### config.mk
export PLATFORM = sky130hd
export DESIGN_NAME = cspc_ctl
export DESIGN_NICKNAME = d
export VERILOG_FILES = /design/src/cspc_pkg.sv /design/src/cspc_ctl.sv /design/src/cspc_sync.sv /design/src/cspc_part_order.sv
export SDC_FILE = /design/constraint.sdc
export NUM_CORES = 1
export LEC_CHECK = 0
export ABC_CLOCK_PERIOD_IN_PS = 5800
export BUFFER_PORTS_ARGS = -buffer_cell sky130_fd_sc_hd__buf_2
export CAP_MARGIN = 40
export CORE_MARGIN = 1.5
export CORE_UTILIZATION = 35
export DETAILED_ROUTE_END_ITERATION = 10
export PLACE_DENSITY_LB_ADDON = 0.25
export SLEW_MARGIN = 20
export SYNTH_ARGS = -nofsm -noshare
export SYNTH_HDL_FRONTEND = slang
export SYNTH_SLANG_ARGS = --single-unit
### constraint.sdc
create_clock -name clk_sys -period 5.8 [get_ports clk_sys]
set_clock_uncertainty 0.1 [all_clocks]
set_input_delay 1.16 -clock clk_sys [delete_from_list [all_inputs] [get_ports clk_sys]]
set_output_delay 1.16 -clock clk_sys [all_outputs]
set_load 0.05 [all_outputs]
### src/cspc_pkg.sv
package cspc_pkg;

	// widths of the refresh counters this block observes and of its register port
	localparam int MA_W = 14;
	localparam int RA_W = 5;
	localparam int LN_W = 7;
	localparam int AD_W = 4;
	localparam int DW = 8;

	// register offsets
	localparam logic [3:0] REG_CTRL = 4'h0;
	localparam logic [3:0] REG_STATUS = 4'h1;
	localparam logic [3:0] REG_PEN_LO = 4'h2;
	localparam logic [3:0] REG_PEN_HI = 4'h3;
	localparam logic [3:0] REG_PEN_RAST = 4'h4;
	localparam logic [3:0] REG_SCR2 = 4'h5;
	localparam logic [3:0] REG_SCR3 = 4'h6;
	localparam logic [3:0] REG_SCR4 = 4'h7;
	localparam logic [3:0] REG_EVT_STAT = 4'h8;
	localparam logic [3:0] REG_EVT_CLR = 4'h9;
	localparam logic [3:0] REG_EVT_EN = 4'ha;

	// control register fields
	localparam int CTL_PSEL_LO = 0;
	localparam int CTL_PSEL_HI = 1;
	localparam int CTL_IRQ_PEN = 2;
	localparam int CTL_IRQ_BLANK = 3;
	localparam int CTL_TV_SYNC = 4;
	localparam int CTL_CURSOR_EN = 5;
	localparam int CTL_INTERP = 6;
	localparam int CTL_PEN_EN = 7;

	// status and event bit positions
	localparam int ST_PEN = 0;
	localparam int ST_VBLANK = 1;
	localparam int EV_PEN = 0;
	localparam int EV_VBLANK = 1;

	// reset values
	localparam logic [7:0] CTRL_RST = 8'h00;
	localparam logic [1:0] EVT_EN_RST = 2'h0;
	localparam logic [6:0] SCR_RST = 7'h00;

	// timing
	localparam int CLK_PERIOD_NS = 50;
	localparam int HSYNC_MIN_NS = 1000;
	localparam int HSYNC_MIN_CYC = (HSYNC_MIN_NS + CLK_PERIOD_NS - 1) / CLK_PERIOD_NS;
	localparam int HS_CNT_W = 5;
	localparam logic [MA_W-1:0] PEN_ADDR_OFS = 14'h0002;

	// external hsync width filter
	typedef enum logic [1:0]
	{
		HS_IDLE = 2'b00,
		HS_COUNT = 2'b01,
		HS_HELD = 2'b10
	} cspc_hs_t;

	// refresh position as seen by the block
	typedef struct packed
	{
		logic [MA_W-1:0] addr;
		logic [RA_W-1:0] raster;
		logic [LN_W-1:0] line;
	} cspc_pos_t;

	// register bus request
	typedef struct packed
	{
		logic [AD_W-1:0] addr;
		logic [DW-1:0] wdata;
		logic wr;
		logic rd;
	} cspc_bus_t;

endpackage : cspc_pkg

### src/cspc_ctl.sv
`timescale 1ns/100ps
// How it works
// - rising enabled pen strobe stores refresh address plus two and raster count
// - an accepted pen strobe sets the pen-accepted flag
// - interrupt appears on the shared cursor pin only during blanking
// - with cursor disabled the shared pin carries only the interrupt
// - tv sync mode accepts external hsync only if held 1000 ns or longer
// - tv sync mode resyncs horizontal display period from vsync in vertical blanking
// - screen one starts at line zero; screens two to four follow start lines
// - equal start lines suppress the partitions that share them
// - two-bit interrupt source select: none, pen, blanking, or either
// - pen-accepted flag clears on reset and on a status read
// - blanking and pen flags set whatever the interrupt select says
// - two-bit partition select enables one to four start addresses
module cspc_ctl (
	// clock and reset
	input logic clk_sys,
	input logic nrst,
	// register port
	input logic [cspc_pkg::AD_W-1:0] reg_addr,
	input logic [cspc_pkg::DW-1:0] reg_wdata,
	input logic reg_wr,
	input logic reg_rd,
	output logic [cspc_pkg::DW-1:0] reg_rdata,
	// refresh timing from the controller core
	input cspc_pkg::cspc_pos_t pos,
	input logic disp_active_in,
	input logic vblank_in,
	input logic cursor_in,
	// pins
	input logic pen_strobe_in,
	input logic ext_horiz_sync_in,
	input logic ext_vert_sync_in,
	output logic cursor_irq_out,
	output logic display_active_out,
	// towards the controller core
	output logic hsync_accept,
	output logic hdisp_resync,
	output logic [1:0] screen_sel,
	output logic screen_blank,
	output logic raster_interp_bit,
	// interrupt
	output logic irq
);
	import cspc_pkg::*;

	// all state of the block
	typedef struct packed
	{
		logic [DW-1:0] ctrl;
		logic [LN_W-1:0] scr2;
		logic [LN_W-1:0] scr3;
		logic [LN_W-1:0] scr4;
		logic [MA_W-1:0] pen_addr;
		logic [RA_W-1:0] pen_rast;
		logic pen_accepted_flag;
		logic vert_blank_flag;
		logic [1:0] evt_stat;
		logic [1:0] evt_en;
		logic [DW-1:0] rdata;
		logic pen_prev;
		logic vs_prev;
		logic vb_prev;
		cspc_hs_t hs_st;
		logic [HS_CNT_W-1:0] hs_cnt;
		logic hs_acc;
		logic resync;
		logic pin_out;
		logic disp_out;
		logic [1:0] scr_sel;
		logic scr_blank;
	} cspc_st_t;

	cspc_st_t st_q;
	cspc_st_t st_d;
	cspc_bus_t bus;
	logic [2:0] pins_s;
	logic pen_s;
	logic hs_s;
	logic vs_s;
	logic pen_ev;
	logic vb_ev;
	logic [1:0] irq_src;
	logic irq_lvl;
	logic [1:0] ord_scr;
	logic ord_sup;

	// the sample that leaves idle counts as one, so a minimum-width pulse is accepted
	localparam logic [HS_CNT_W-1:0] HS_LAST = HS_CNT_W'(HSYNC_MIN_CYC - 2);

	assign bus = '{addr: reg_addr, wdata: reg_wdata, wr: reg_wr, rd: reg_rd};

	// pins are asynchronous to the character clock
	cspc_sync #(.W(3)) u_sync (
		.clk_sys(clk_sys),
		.nrst(nrst),
		.pins({ext_vert_sync_in, ext_horiz_sync_in, pen_strobe_in}),
		.sync(pins_s)
	);
	assign pen_s = pins_s[0];
	assign hs_s = pins_s[1];
	assign vs_s = pins_s[2];

	cspc_part_order u_order (
		.psel(st_q.ctrl[CTL_PSEL_HI:CTL_PSEL_LO]),
		.start2(st_q.scr2),
		.start3(st_q.scr3),
		.start4(st_q.scr4),
		.line(pos.line),
		.screen(ord_scr),
		.suppress(ord_sup)
	);

	// events on the synchronised pen strobe and on blanking start
	assign pen_ev = st_q.ctrl[CTL_PEN_EN] && pen_s && !st_q.pen_prev;
	assign vb_ev = vblank_in && !st_q.vb_prev;

	// source select gates sticky events; software enable gates them again
	assign irq_src = {st_q.ctrl[CTL_IRQ_BLANK], st_q.ctrl[CTL_IRQ_PEN]};
	assign irq_lvl = |(st_q.evt_stat & st_q.evt_en & irq_src);

	always_comb
	begin
		st_d = st_q;
		st_d.pen_prev = pen_s;
		st_d.vs_prev = vs_s;
		st_d.vb_prev = vblank_in;
		st_d.hs_acc = 1'b0;
		st_d.resync = 1'b0;
		st_d.vert_blank_flag = vblank_in;

		// register writes
		if (bus.wr)
		begin
			case (bus.addr)
				REG_CTRL: st_d.ctrl = bus.wdata;
				REG_SCR2: st_d.scr2 = bus.wdata[LN_W-1:0];
				REG_SCR3: st_d.scr3 = bus.wdata[LN_W-1:0];
				REG_SCR4: st_d.scr4 = bus.wdata[LN_W-1:0];
				REG_EVT_CLR: st_d.evt_stat = st_q.evt_stat & ~bus.wdata[1:0];
				REG_EVT_EN: st_d.evt_en = bus.wdata[1:0];
				default: st_d.ctrl = st_q.ctrl;
			endcase
		end

		// reads answer one cycle later; unmapped offsets read zero
		st_d.rdata = '0;
		if (bus.rd)
		begin
			case (bus.addr)
				REG_CTRL: st_d.rdata = st_q.ctrl;
				REG_STATUS:
				begin
					st_d.rdata[ST_PEN] = st_q.pen_accepted_flag;
					st_d.rdata[ST_VBLANK] = st_q.vert_blank_flag;
					st_d.pen_accepted_flag = 1'b0;
				end
				REG_PEN_LO: st_d.rdata = st_q.pen_addr[7:0];
				REG_PEN_HI: st_d.rdata = {2'h0, st_q.pen_addr[MA_W-1:8]};
				REG_PEN_RAST: st_d.rdata = {3'h0, st_q.pen_rast};
				REG_SCR2: st_d.rdata = {1'b0, st_q.scr2};
				REG_SCR3: st_d.rdata = {1'b0, st_q.scr3};
				REG_SCR4: st_d.rdata = {1'b0, st_q.scr4};
				REG_EVT_STAT: st_d.rdata = {6'h00, st_q.evt_stat};
				REG_EVT_EN: st_d.rdata = {6'h00, st_q.evt_en};
				default: st_d.rdata = '0;
			endcase
		end

		// pen capture; set is applied after the read so a strobe is never lost
		if (pen_ev)
		begin
			st_d.pen_addr = pos.addr + PEN_ADDR_OFS;
			st_d.pen_rast = pos.raster;
			st_d.pen_accepted_flag = 1'b1;
			st_d.evt_stat[EV_PEN] = 1'b1;
		end
		if (vb_ev)
			st_d.evt_stat[EV_VBLANK] = 1'b1;

		// hsync width filter: short pulses never reach the core
		case (st_q.hs_st)
			HS_IDLE:
			begin
				st_d.hs_cnt = '0;
				if (hs_s && st_q.ctrl[CTL_TV_SYNC])
					st_d.hs_st = HS_COUNT;
			end
			HS_COUNT:
			begin
				if (!hs_s || !st_q.ctrl[CTL_TV_SYNC])
					st_d.hs_st = HS_IDLE;
				else if (st_q.hs_cnt == HS_LAST)
				begin
					st_d.hs_acc = 1'b1;
					st_d.hs_st = HS_HELD;
				end
				else
					st_d.hs_cnt = st_q.hs_cnt + 1'b1;
			end
			HS_HELD:
			begin
				// one acceptance per pulse, however long it stays high
				if (!hs_s)
					st_d.hs_st = HS_IDLE;
			end
			default: st_d.hs_st = HS_IDLE;
		endcase

		// vsync edge only counts while vertical blanking runs
		if (st_q.ctrl[CTL_TV_SYNC] && vblank_in && vs_s && !st_q.vs_prev)
			st_d.resync = 1'b1;

		// shared pin: cursor video while displaying, interrupt while blanking
		if (st_q.ctrl[CTL_CURSOR_EN] && disp_active_in)
			st_d.pin_out = cursor_in;
		else
			st_d.pin_out = irq_lvl && !disp_active_in;
		st_d.disp_out = disp_active_in;

		// partition ordering registered towards the core
		st_d.scr_sel = ord_scr;
		st_d.scr_blank = ord_sup;
	end

	always_ff @(posedge clk_sys)
	begin
		if (!nrst)
		begin
			st_q <= '0;
			st_q.ctrl <= CTRL_RST;
			st_q.evt_en <= EVT_EN_RST;
			st_q.scr2 <= SCR_RST;
			st_q.scr3 <= SCR_RST;
			st_q.scr4 <= SCR_RST;
			st_q.hs_st <= HS_IDLE;
		end
		else
			st_q <= st_d;
	end

	// outputs, all from flip-flops except the interrupt level
	assign reg_rdata = st_q.rdata;
	assign cursor_irq_out = st_q.pin_out;
	assign display_active_out = st_q.disp_out;
	assign hsync_accept = st_q.hs_acc;
	assign hdisp_resync = st_q.resync;
	assign screen_sel = st_q.scr_sel;
	assign screen_blank = st_q.scr_blank;
	assign raster_interp_bit = st_q.ctrl[CTL_INTERP];
	assign irq = irq_lvl;

	// helper: length of the current synchronised hsync high run
	int hs_run;
	always_ff @(posedge clk_sys)
	begin
		if (!nrst || !hs_s)
			hs_run <= 0;
		else if (hs_run < 1000)
			hs_run <= hs_run + 1;
	end

	a_pen_addr_plus2: assert property (@(posedge clk_sys) disable iff (!nrst)
		pen_ev |=> st_q.pen_addr == $past(pos.addr) + PEN_ADDR_OFS)
		else $error("pen address not captured as address plus two");

	a_pen_raster_cap: assert property (@(posedge clk_sys) disable iff (!nrst)
		pen_ev |=> st_q.pen_rast == $past(pos.raster))
		else $error("pen raster not captured");

	a_pen_flag_set: assert property (@(posedge clk_sys) disable iff (!nrst)
		pen_ev |=> st_q.pen_accepted_flag)
		else $error("pen flag missing after strobe");

	a_pin_blank_only: assert property (@(posedge clk_sys) disable iff (!nrst)
		(disp_active_in && st_q.ctrl[CTL_CURSOR_EN]) |=> cursor_irq_out == $past(cursor_in))
		else $error("interrupt shown on pin during display");

	a_pin_pure_irq: assert property (@(posedge clk_sys) disable iff (!nrst)
		!st_q.ctrl[CTL_CURSOR_EN] |=> cursor_irq_out == $past(irq && !disp_active_in))
		else $error("pin not a pure interrupt with cursor off");

	a_hsync_width_ok: assert property (@(posedge clk_sys) disable iff (!nrst)
		hsync_accept |-> hs_run >= HSYNC_MIN_CYC)
		else $error("hsync accepted before minimum width");

	a_vsync_in_blank: assert property (@(posedge clk_sys) disable iff (!nrst)
		hdisp_resync |-> $past(vblank_in) && $past(st_q.ctrl[CTL_TV_SYNC]))
		else $error("resync outside vertical blanking");

	a_screen_one_top: assert property (@(posedge clk_sys) disable iff (!nrst)
		(pos.line == 7'h00 && st_q.scr2 != 7'h00 && st_q.scr3 != 7'h00 && st_q.scr4 != 7'h00)
		|=> screen_sel == 2'h0)
		else $error("line zero not on screen one");

	a_dup_suppress: assert property (@(posedge clk_sys) disable iff (!nrst)
		(st_q.ctrl[1:0] == 2'h3 && st_q.scr2 == st_q.scr3 && pos.line >= st_q.scr2
		&& st_q.scr4 > pos.line) |=> screen_blank)
		else $error("equal start lines not suppressed");

	a_irq_src_none: assert property (@(posedge clk_sys) disable iff (!nrst)
		irq_src == 2'h0 |-> !irq)
		else $error("interrupt with no source selected");

	a_flag_clr_read: assert property (@(posedge clk_sys) disable iff (!nrst)
		(bus.rd && bus.addr == REG_STATUS && !pen_ev) |=> !st_q.pen_accepted_flag)
		else $error("pen flag not cleared by status read");

	a_psel_single: assert property (@(posedge clk_sys) disable iff (!nrst)
		(st_q.ctrl[1:0] == 2'h0 && !bus.wr) |=> screen_sel == 2'h0 && !screen_blank)
		else $error("extra partition with one start address");

	a_hs_short_drop: assert property (@(posedge clk_sys) disable iff (!nrst)
		(st_q.hs_st == HS_COUNT && !hs_s) |=> !hsync_accept)
		else $error("short hsync pulse accepted");

	a_hs_accept_once: assert property (@(posedge clk_sys) disable iff (!nrst)
		hsync_accept |=> !hsync_accept)
		else $error("hsync accepted twice in a row");

	a_resync_tv_only: assert property (@(posedge clk_sys) disable iff (!nrst)
		!st_q.ctrl[CTL_TV_SYNC] |=> !hdisp_resync)
		else $error("resync outside tv sync mode");

	a_pin_display_gap: assert property (@(posedge clk_sys) disable iff (!nrst)
		(disp_active_in && !(st_q.ctrl[CTL_CURSOR_EN] && cursor_in)) |=> !cursor_irq_out)
		else $error("shared pin high during display without cursor");

	a_vblank_evt_set: assert property (@(posedge clk_sys) disable iff (!nrst)
		vb_ev |=> st_q.evt_stat[EV_VBLANK])
		else $error("blanking event not recorded");

	a_pen_evt_set: assert property (@(posedge clk_sys) disable iff (!nrst)
		pen_ev |=> st_q.evt_stat[EV_PEN])
		else $error("pen event not recorded");

	a_psel_two_max: assert property (@(posedge clk_sys) disable iff (!nrst)
		st_q.ctrl[1:0] == 2'h1 |=> screen_sel <= 2'h1)
		else $error("screen beyond two with two start addresses");

	a_irq_no_enable: assert property (@(posedge clk_sys) disable iff (!nrst)
		st_q.evt_en == 2'h0 |-> !irq)
		else $error("interrupt with no event enabled");

endmodule : cspc_ctl

### src/cspc_sync.sv
`timescale 1ns/100ps
// two-stage synchroniser for pins from outside the clock domain
module cspc_sync #(
	parameter int W = 1
) (
	// clock and reset
	input logic clk_sys,
	input logic nrst,
	// pins and synchronised levels
	input logic [W-1:0] pins,
	output logic [W-1:0] sync
);
	import cspc_pkg::*;

	logic [1:0][W-1:0] st_q;
	logic [1:0][W-1:0] st_d;

	// stage 0 is read only by stage 1
	always_comb
	begin
		st_d = {st_q[0], pins};
	end

	always_ff @(posedge clk_sys)
	begin
		if (!nrst)
			st_q <= '0;
		else
			st_q <= st_d;
	end

	assign sync = st_q[1];

endmodule : cspc_sync

### src/cspc_part_order.sv
`timescale 1ns/100ps
// picks the screen partition that owns the current character line
module cspc_part_order (
	// partition setup
	input logic [1:0] psel,
	input logic [cspc_pkg::LN_W-1:0] start2,
	input logic [cspc_pkg::LN_W-1:0] start3,
	input logic [cspc_pkg::LN_W-1:0] start4,
	// current line and result
	input logic [cspc_pkg::LN_W-1:0] line,
	output logic [1:0] screen,
	output logic suppress
);
	import cspc_pkg::*;

	logic [3:0][LN_W-1:0] starts;
	logic [3:0] enabled;

	// screen k is enabled when the select covers it
	function automatic logic [3:0] part_enables(input logic [1:0] sel);
		logic [3:0] en;
		en = 4'h0;
		for (int k = 0; k < 4; k++)
			en[k] = (k <= int'(sel));
		return en;
	endfunction : part_enables

	assign starts = {start4, start3, start2, 7'h00};
	assign enabled = part_enables(psel);

	// latest enabled start not past the line wins; screen 1 owns line 0 unless another enabled start is 0
	always_comb
	begin
		screen = 2'h0;
		suppress = 1'b0;
		for (int k = 1; k < 4; k++)
			if (enabled[k] && starts[k] <= line && starts[k] >= starts[screen])
				screen = 2'(k);
		// a shared start value hides every partition that shares it
		for (int k = 0; k < 4; k++)
			if (enabled[k] && k != int'(screen) && starts[k] == starts[screen])
				suppress = 1'b1;
	end

endmodule : cspc_part_order

# Word level (Yosys, flattened, before mapping)
# Cells that the tools add are included.
[op_classes]
n_addsub = 2
mul = 0
div_mod_pow = 0
order_cmp = 12
n_eq_ne = 24
shift = 0
muxes = 34
n_bitwise = 6
reduce_logical = 53
[op_table]
columns = ["cell", "n"]
rows = [
  ["binary-select mux 7 bit (select 2 bit)", 3],
  ["case mux 6 bit (7 select lines)", 1],
  ["logical AND 1 bit", 22],
  ["== test 7 bit", 3],
  ["less-or-equal comparator 7 bit", 3],
  ["2-to-1 mux 7 bit", 3],
  ["case mux 2 bit (10 select lines)", 1],
  ["AND reduction 2 bit", 9],
  ["== test 4 x 3 -> 1 bit (second input constant)", 4],
  ["2-to-1 mux 2 bit", 8],
  ["nonzero test 2 bit", 8],
  ["adder 14 x 2 -> 14 bit (second input constant)", 1],
  [">= comparator 7 bit", 2],
  ["2-to-1 mux 1 bit", 13],
  ["== test 4 bit (second input constant)", 3],
  ["case mux 5 bit (2 select lines)", 1],
  ["== test 4 x 2 -> 1 bit (second input constant)", 2],
  ["inequality test 2 bit (second input constant)", 4],
  [">= comparator 7 x 1 -> 1 bit (second input constant)", 1],
  ["logical NOT 7 bit", 1],
  ["bitwise AND 2 bit", 3],
  ["logical NOT 1 bit", 6],
  ["< comparator 2 x 3 -> 1 bit (second input constant)", 2],
  ["2-to-1 mux 6 bit", 1],
  ["other kinds (22)", 26],
]
[word_totals]
reg_bits = 84
latchBits = 0
ram_bits = 0
rom_bits = 0
input_bits = 48
out_inout_bits = 17
word_cells = 155
mem_count = 0

# Depth between registers and ports, before layout
[depth]
ltp_word = 22
mapped_depth = 24
mapped_depth_nobuf = 22

# By module
# A second synthesis with hierarchy kept.
[unflattened]
cells_unflattened = 661
hier_area_um2 = 5537.8
[by_module_without_submodules]
columns = ["mod", "n_inst", "cells_each", "area_per_inst_um2", "seq_area_each_um2"]
rows = [
  ["cspc_ctl", 1, 412, 3589.7, 1561.5],
  ["cspc_part_order", 1, 237, 1790.5, 0.0],
  ["cspc_sync", 1, 12, 157.7, 120.1],
]

# Worst setup path before layout
# OpenSTA, ideal clock, no wires.
[synth_timing]
kind = "input to register"
start = "input port pos[4] in the netlist's numbering"
end = "register st_q, in the netlist screen_blank"
setup_ns = 0.073
arrival_ns = 5.385
t_required_ns = 5.627
path_slack_ns = 0.242
path_stages = 22
path_buffers = 2
cell_sequence = "inv_1 -> ha_1 -> a211o_1 -> a2111oi_0 -> a32oi_1 -> ha_1 -> and3_1 -> a221o_1 -> a31oi_1 -> a211oi_4 -> buf_6 -> buf_2 -> nor2_1 -> a21oi_1 -> ha_1 -> a21oi_1 -> nand2_1 -> o211ai_1 -> nand2b_1 -> nor4_1 -> o21ai_1 -> o211ai_2"
[synth_between]
elab_chain_cells = 22
word_cells_on_any_way = 39
cone_classes = "order compare (5); eq/ne (6); mux (13); reduce/logical (15)"
[synth_rtl]
columns = ["item", "line_no", "source"]
rows = [
  ["from (decl)", "cspc_ctl.sv:26", "input cspc_pkg::cspc_pos_t pos,"],
  ["less-or-equal comparator 7 bit", "cspc_part_order.sv:37", "if (enabled[k] && starts[k] <= line && starts[k] >= starts[screen])"],
  ["logical AND 1 bit (2 in a row)", "cspc_part_order.sv:37", ""],
  ["2-to-1 mux 1 bit", "cspc_part_order.sv:37", ""],
  ["binary-select mux 7 bit (select 2 bit)", "cspc_part_order.sv:37", ""],
  ["2-to-1 mux 7 bit (implied by the code)", "cspc_part_order.sv:37", ""],
  [">= comparator 7 bit", "cspc_part_order.sv:37", ""],
  ["logical AND 1 bit", "cspc_part_order.sv:37", ""],
  ["2-to-1 mux 2 bit", "cspc_part_order.sv:37", ""],
  ["[... 3 more ...]", "--", ""],
  ["logical AND 1 bit", "cspc_part_order.sv:37", ""],
  ["2-to-1 mux 2 bit *", "cspc_part_order.sv:37", ""],
  ["binary-select mux 7 bit (select 2 bit)", "cspc_part_order.sv:41", "if (enabled[k] && k != int'(screen) && starts[k] == starts[screen])"],
  ["2-to-1 mux 7 bit (implied by the code)", "cspc_part_order.sv:41", ""],
  ["logical NOT 7 bit", "cspc_part_order.sv:41", ""],
  ["logical AND 1 bit", "cspc_part_order.sv:41", ""],
  ["2-to-1 mux 1 bit (3 in a row)", "cspc_part_order.sv:41", ""],
  ["2-to-1 mux 1 bit *", "cspc_part_order.sv:41", ""],
  ["to (signal assigned)", "cspc_ctl.sv:239", "st_q <= st_d;"],
  ["to (decl)", "cspc_ctl.sv:74", "cspc_st_t st_q;"],
]
# Mark *: on every way between the ends. The rest lies on a longest branch, timed or not. The select of a mux whose other input is x is not followed.
# A chain may end at the register's enable or synchronous reset.

# Final worst setup path
# Ends and elaborated chain as after synthesis.

==> results.sh <==
export IMPL_status="finished clean"
export IMPL_worstPathArrival_ns=5.60
export IMPL_routed_via_density=5.31
export IMPL_cts_resized_gates=0
export IMPL_p_leak_nw=2.49
export IMPL_synth_fa_ha_area_frac=0.0864
export IMPL_dr_pass1_iters=4
export IMPL_rr_worst_depth=20
export IMPL_cts_buffers=9
export IMPL_syn_nets=727
export IMPL_hold_viol=0
export IMPL_synth_avg_cell_area_sq_um=8.58
export IMPL_rsz0062_at_grt="no"
export IMPL_n_antenna_cell=0
export IMPL_rows=45
export IMPL_setup_violations=0
export IMPL_gr_total_overflow=0
export IMPL_hpwl_um=11500
export IMPL_synth_top_area_share=0.306
export IMPL_postSynthCellCount=641
export IMPL_min_to="hdisp_resync"
export IMPL_remaining_drc_errors=0
export IMPL_muxShareOfSynthArea=0.101
export IMPL_area_growth_pct=13.4
export IMPL_design_power_total_mw=1.26
export IMPL_drtAntennaViolNets=0
export IMPL_grt_busiest_layer="met2"
export IMPL_die_y_um=128
export IMPL_gp_congestion=0.909
export IMPL_worstSetupPathType="input pin to flop"
export IMPL_yosysSeqAreaShare=0.306
export IMPL_hold_class="flop to flop"
export IMPL_period_minus_slack_ns=5.47
export IMPL_drive_above_1_share=0.177
export IMPL_antenna_found_initial=0
export IMPL_grt_use_total=0.199
export IMPL_synth_compound_area_frac=0.176
export IMPL_startpoint_type="input pin"
export IMPL_synthSimpleGateAreaFrac=0.208
export IMPL_synth_top_family_by_area="simple AND/OR/NAND/NOR gates"
export IMPL_yosysTopAreaCell="dfxtp_1"
export IMPL_routed_wl_um=15700
export IMPL_final_util=0.409
export IMPL_async_reset_ff_frac=0
export IMPL_yosysUniqueCellTypes=64
export IMPL_r2r_end="screen_blank"
export IMPL_die_area_sq_um=16500
export IMPL_hold_ws_ns=0.286
export IMPL_die_w_um=128
export IMPL_cts_htree_levels=3
export IMPL_initial_core_util=0.361
export IMPL_numPlacedInstances=877
export IMPL_drt_iter0_markers=420
export IMPL_cts_sinks=84
export IMPL_grtUsageMet2=0.333
export IMPL_critPathMaxFanout=28
export IMPL_via_count=4750
export IMPL_cap_viol_max_count=0
export IMPL_clk_latency_ns=0.35
export IMPL_grt_pass1_vias=4558
export IMPL_wl_per_cell_um=17.6
export IMPL_grt_use_met1=0.262
export IMPL_grt_max_degree=45
export IMPL_globalRouteMet3Util=0.0370
export IMPL_ys_warn_count=0
export IMPL_max_clock_freq_ghz=0.183
export IMPL_worstMarginPinSlew_ns=0.867
export IMPL_syn_area_sq_um=5500
export IMPL_ys_seq_elements=84
export IMPL_nNetsFinal=764
export IMPL_fin_cells=894
export IMPL_holdPathStages=1
export IMPL_grt_pass1_wl_um=25000
export IMPL_fillerInstances=1582
export IMPL_r2r_start="st_q[67]"
export IMPL_coreArea_sq_um=15300
export IMPL_critPathCaptureType="flop"
export IMPL_maxSlewHeadroom=0.418
export IMPL_fin_setup_tns_ns=0
export IMPL_min_period_over_period=0.944
export IMPL_yosys_most_used_dff="dfxtp_1"
export IMPL_synth_edf_count=0
export IMPL_layout_common_cells="dfxtp_1, buf_2, nand2_1, nor2_1"
export IMPL_holdCritStartpoint="st_q[15]"
export IMPL_synth_area_top_cells="dfxtp_1, ha_1, mux2i_1"
export IMPL_cts_tree="built"
export IMPL_vdd_drop_max_v=0.000112
export IMPL_path_clk_slew_ns=0.06
export IMPL_io_buffers=64
export IMPL_cts_path_max_buffers=2
export IMPL_cts_root_buf="clkbuf_16"
export IMPL_layout_commonest_cell="dfxtp_1"
export IMPL_ioPinCount=65
export IMPL_rrSetupSlack_ns=0.81
export IMPL_cp_required_ns=5.92
export IMPL_p_per_area_nw_per_um2=202
export IMPL_yosys_area_share_xor_xnor=0.0573
export IMPL_slew_violations=0
-- per-layer routing --
layer	share of wire	up-vias	routed length, um
li1	-	2339	-
met1	0.46	2271	7190
met2	0.48	125	7460
met3	0.053	15	838
met4	0.013	0	208
met5	0	-	0
-- where the power goes --
group | switching, mW | internal [mW] | total (mW) | leakage, nW
clock network | 0.240 | 0.305 | 0.545 | 0.139
registers | 0.00948 | 0.584 | 0.594 | 0.679
logic | 0.0705 | 0.0500 | 0.121 | 1.67
total | 0.320 | 0.939 | 1.26 | 2.49
-- flip-flops by register name (all words and copies together), names as in the netlist, 2 cells and up --
signal and cells:
u_sync.sync 3, screen_sel 2, irq_src 2, reg_rdata 8, u_sync.st_d 3, st_q 60
-- critical path: stages --
cell       delay [ns]
buf_2            0.07
inv_1            0.06
ha_1             0.31
a211o_1          0.35
a2111oi_0        0.46
a32oi_1          0.19
ha_1             0.36
nand2_1          0.05
o21ai_0          0.24
a31oi_1          0.17
a211oi_4         0.22
buf_12           0.21
mux2_4           0.32
ha_1             0.27
o21ai_0          0.07
a21oi_1          0.12
o211ai_1         0.22
buf_4            0.21
a311oi_1         0.21
a21oi_1          0.07
o21ai_1          0.15
o211ai_2         0.09
-- per-stage QoR --
stage / setup WS, ns / instance area (sq um)
CTS: 0.419 / 6230
floorplan: 0.242 / 5500
global route: 0.0207 / 6240
detailed placement: 0.0379 / 5950
global placement: 0.0914 / 5950
finish: 0.328 / 6240
-- repair_timing --
item / 4_1_cts / 5_1_grt
setup endpoints to repair: 0 / 1
setup buffers: 0 / 1
hold buffers: 0 / 0
endpoints found under the hold margin: 0 / 0
-- cells by family after synthesis --
| kind of cell | count (synthesis) |
|---|---|
| multiplexers | 50 |
| AND/OR/NAND/NOR | 222 |
| adder cells (fa/ha/maj) | 38 |
| flip-flops | 84 |
| XOR/XNOR | 36 |
| AO/OA/AOI/OAI | 131 |
| buffers and inverters | 80 |
-- how the worst max path moves through the flow --
stage | start | to | depth (start not counted)
CTS | pos[4] | screen_blank | 22
finish | pos[4] | screen_blank | 22
global route | pos[4] | screen_blank | 22
floorplan | pos[4] | screen_blank | 22
detailed placement | pos[4] | screen_blank | 22
global placement | pos[4] | screen_blank | 22
-- synth_stat cells, drive strengths merged (3+ instances only) --
cell,n
xor2,11
mux2i,43
a21oi,35
mux2,3
a31oi,9
or4,3
a32oi,5
ha,38
o21ai,13
nand2,55
inv,27
nand2b,4
nand3b,3
a211oi,6
a2111oi,6
o211ai,6
nor2,49
nor3,3
a21boi,9
a22oi,3
clkbuf,36
mux4,4
o22ai,6
and3,6
dfxtp,84
nand4,10
and2,13
buf,17
a21o,4
or2,5
nor4,7
nand3,16
xnor2,25
o211a,12
nor2b,43
-- layout make-up --
type / count / area, sq um / share of cell area
multi-input combinational: 477 / 3460 / 0.555
clock inverter: 6 / 47.5 / 0.00762
clock buffer: 10 / 239 / 0.0383
sequential: 84 / 1680 / 0.270
tap: 211 / 264 / 0.0423
timing repair buffer: 79 / 445 / 0.0714
inverter: 27 / 101 / 0.0162
(Power assumes the default switching activity.)
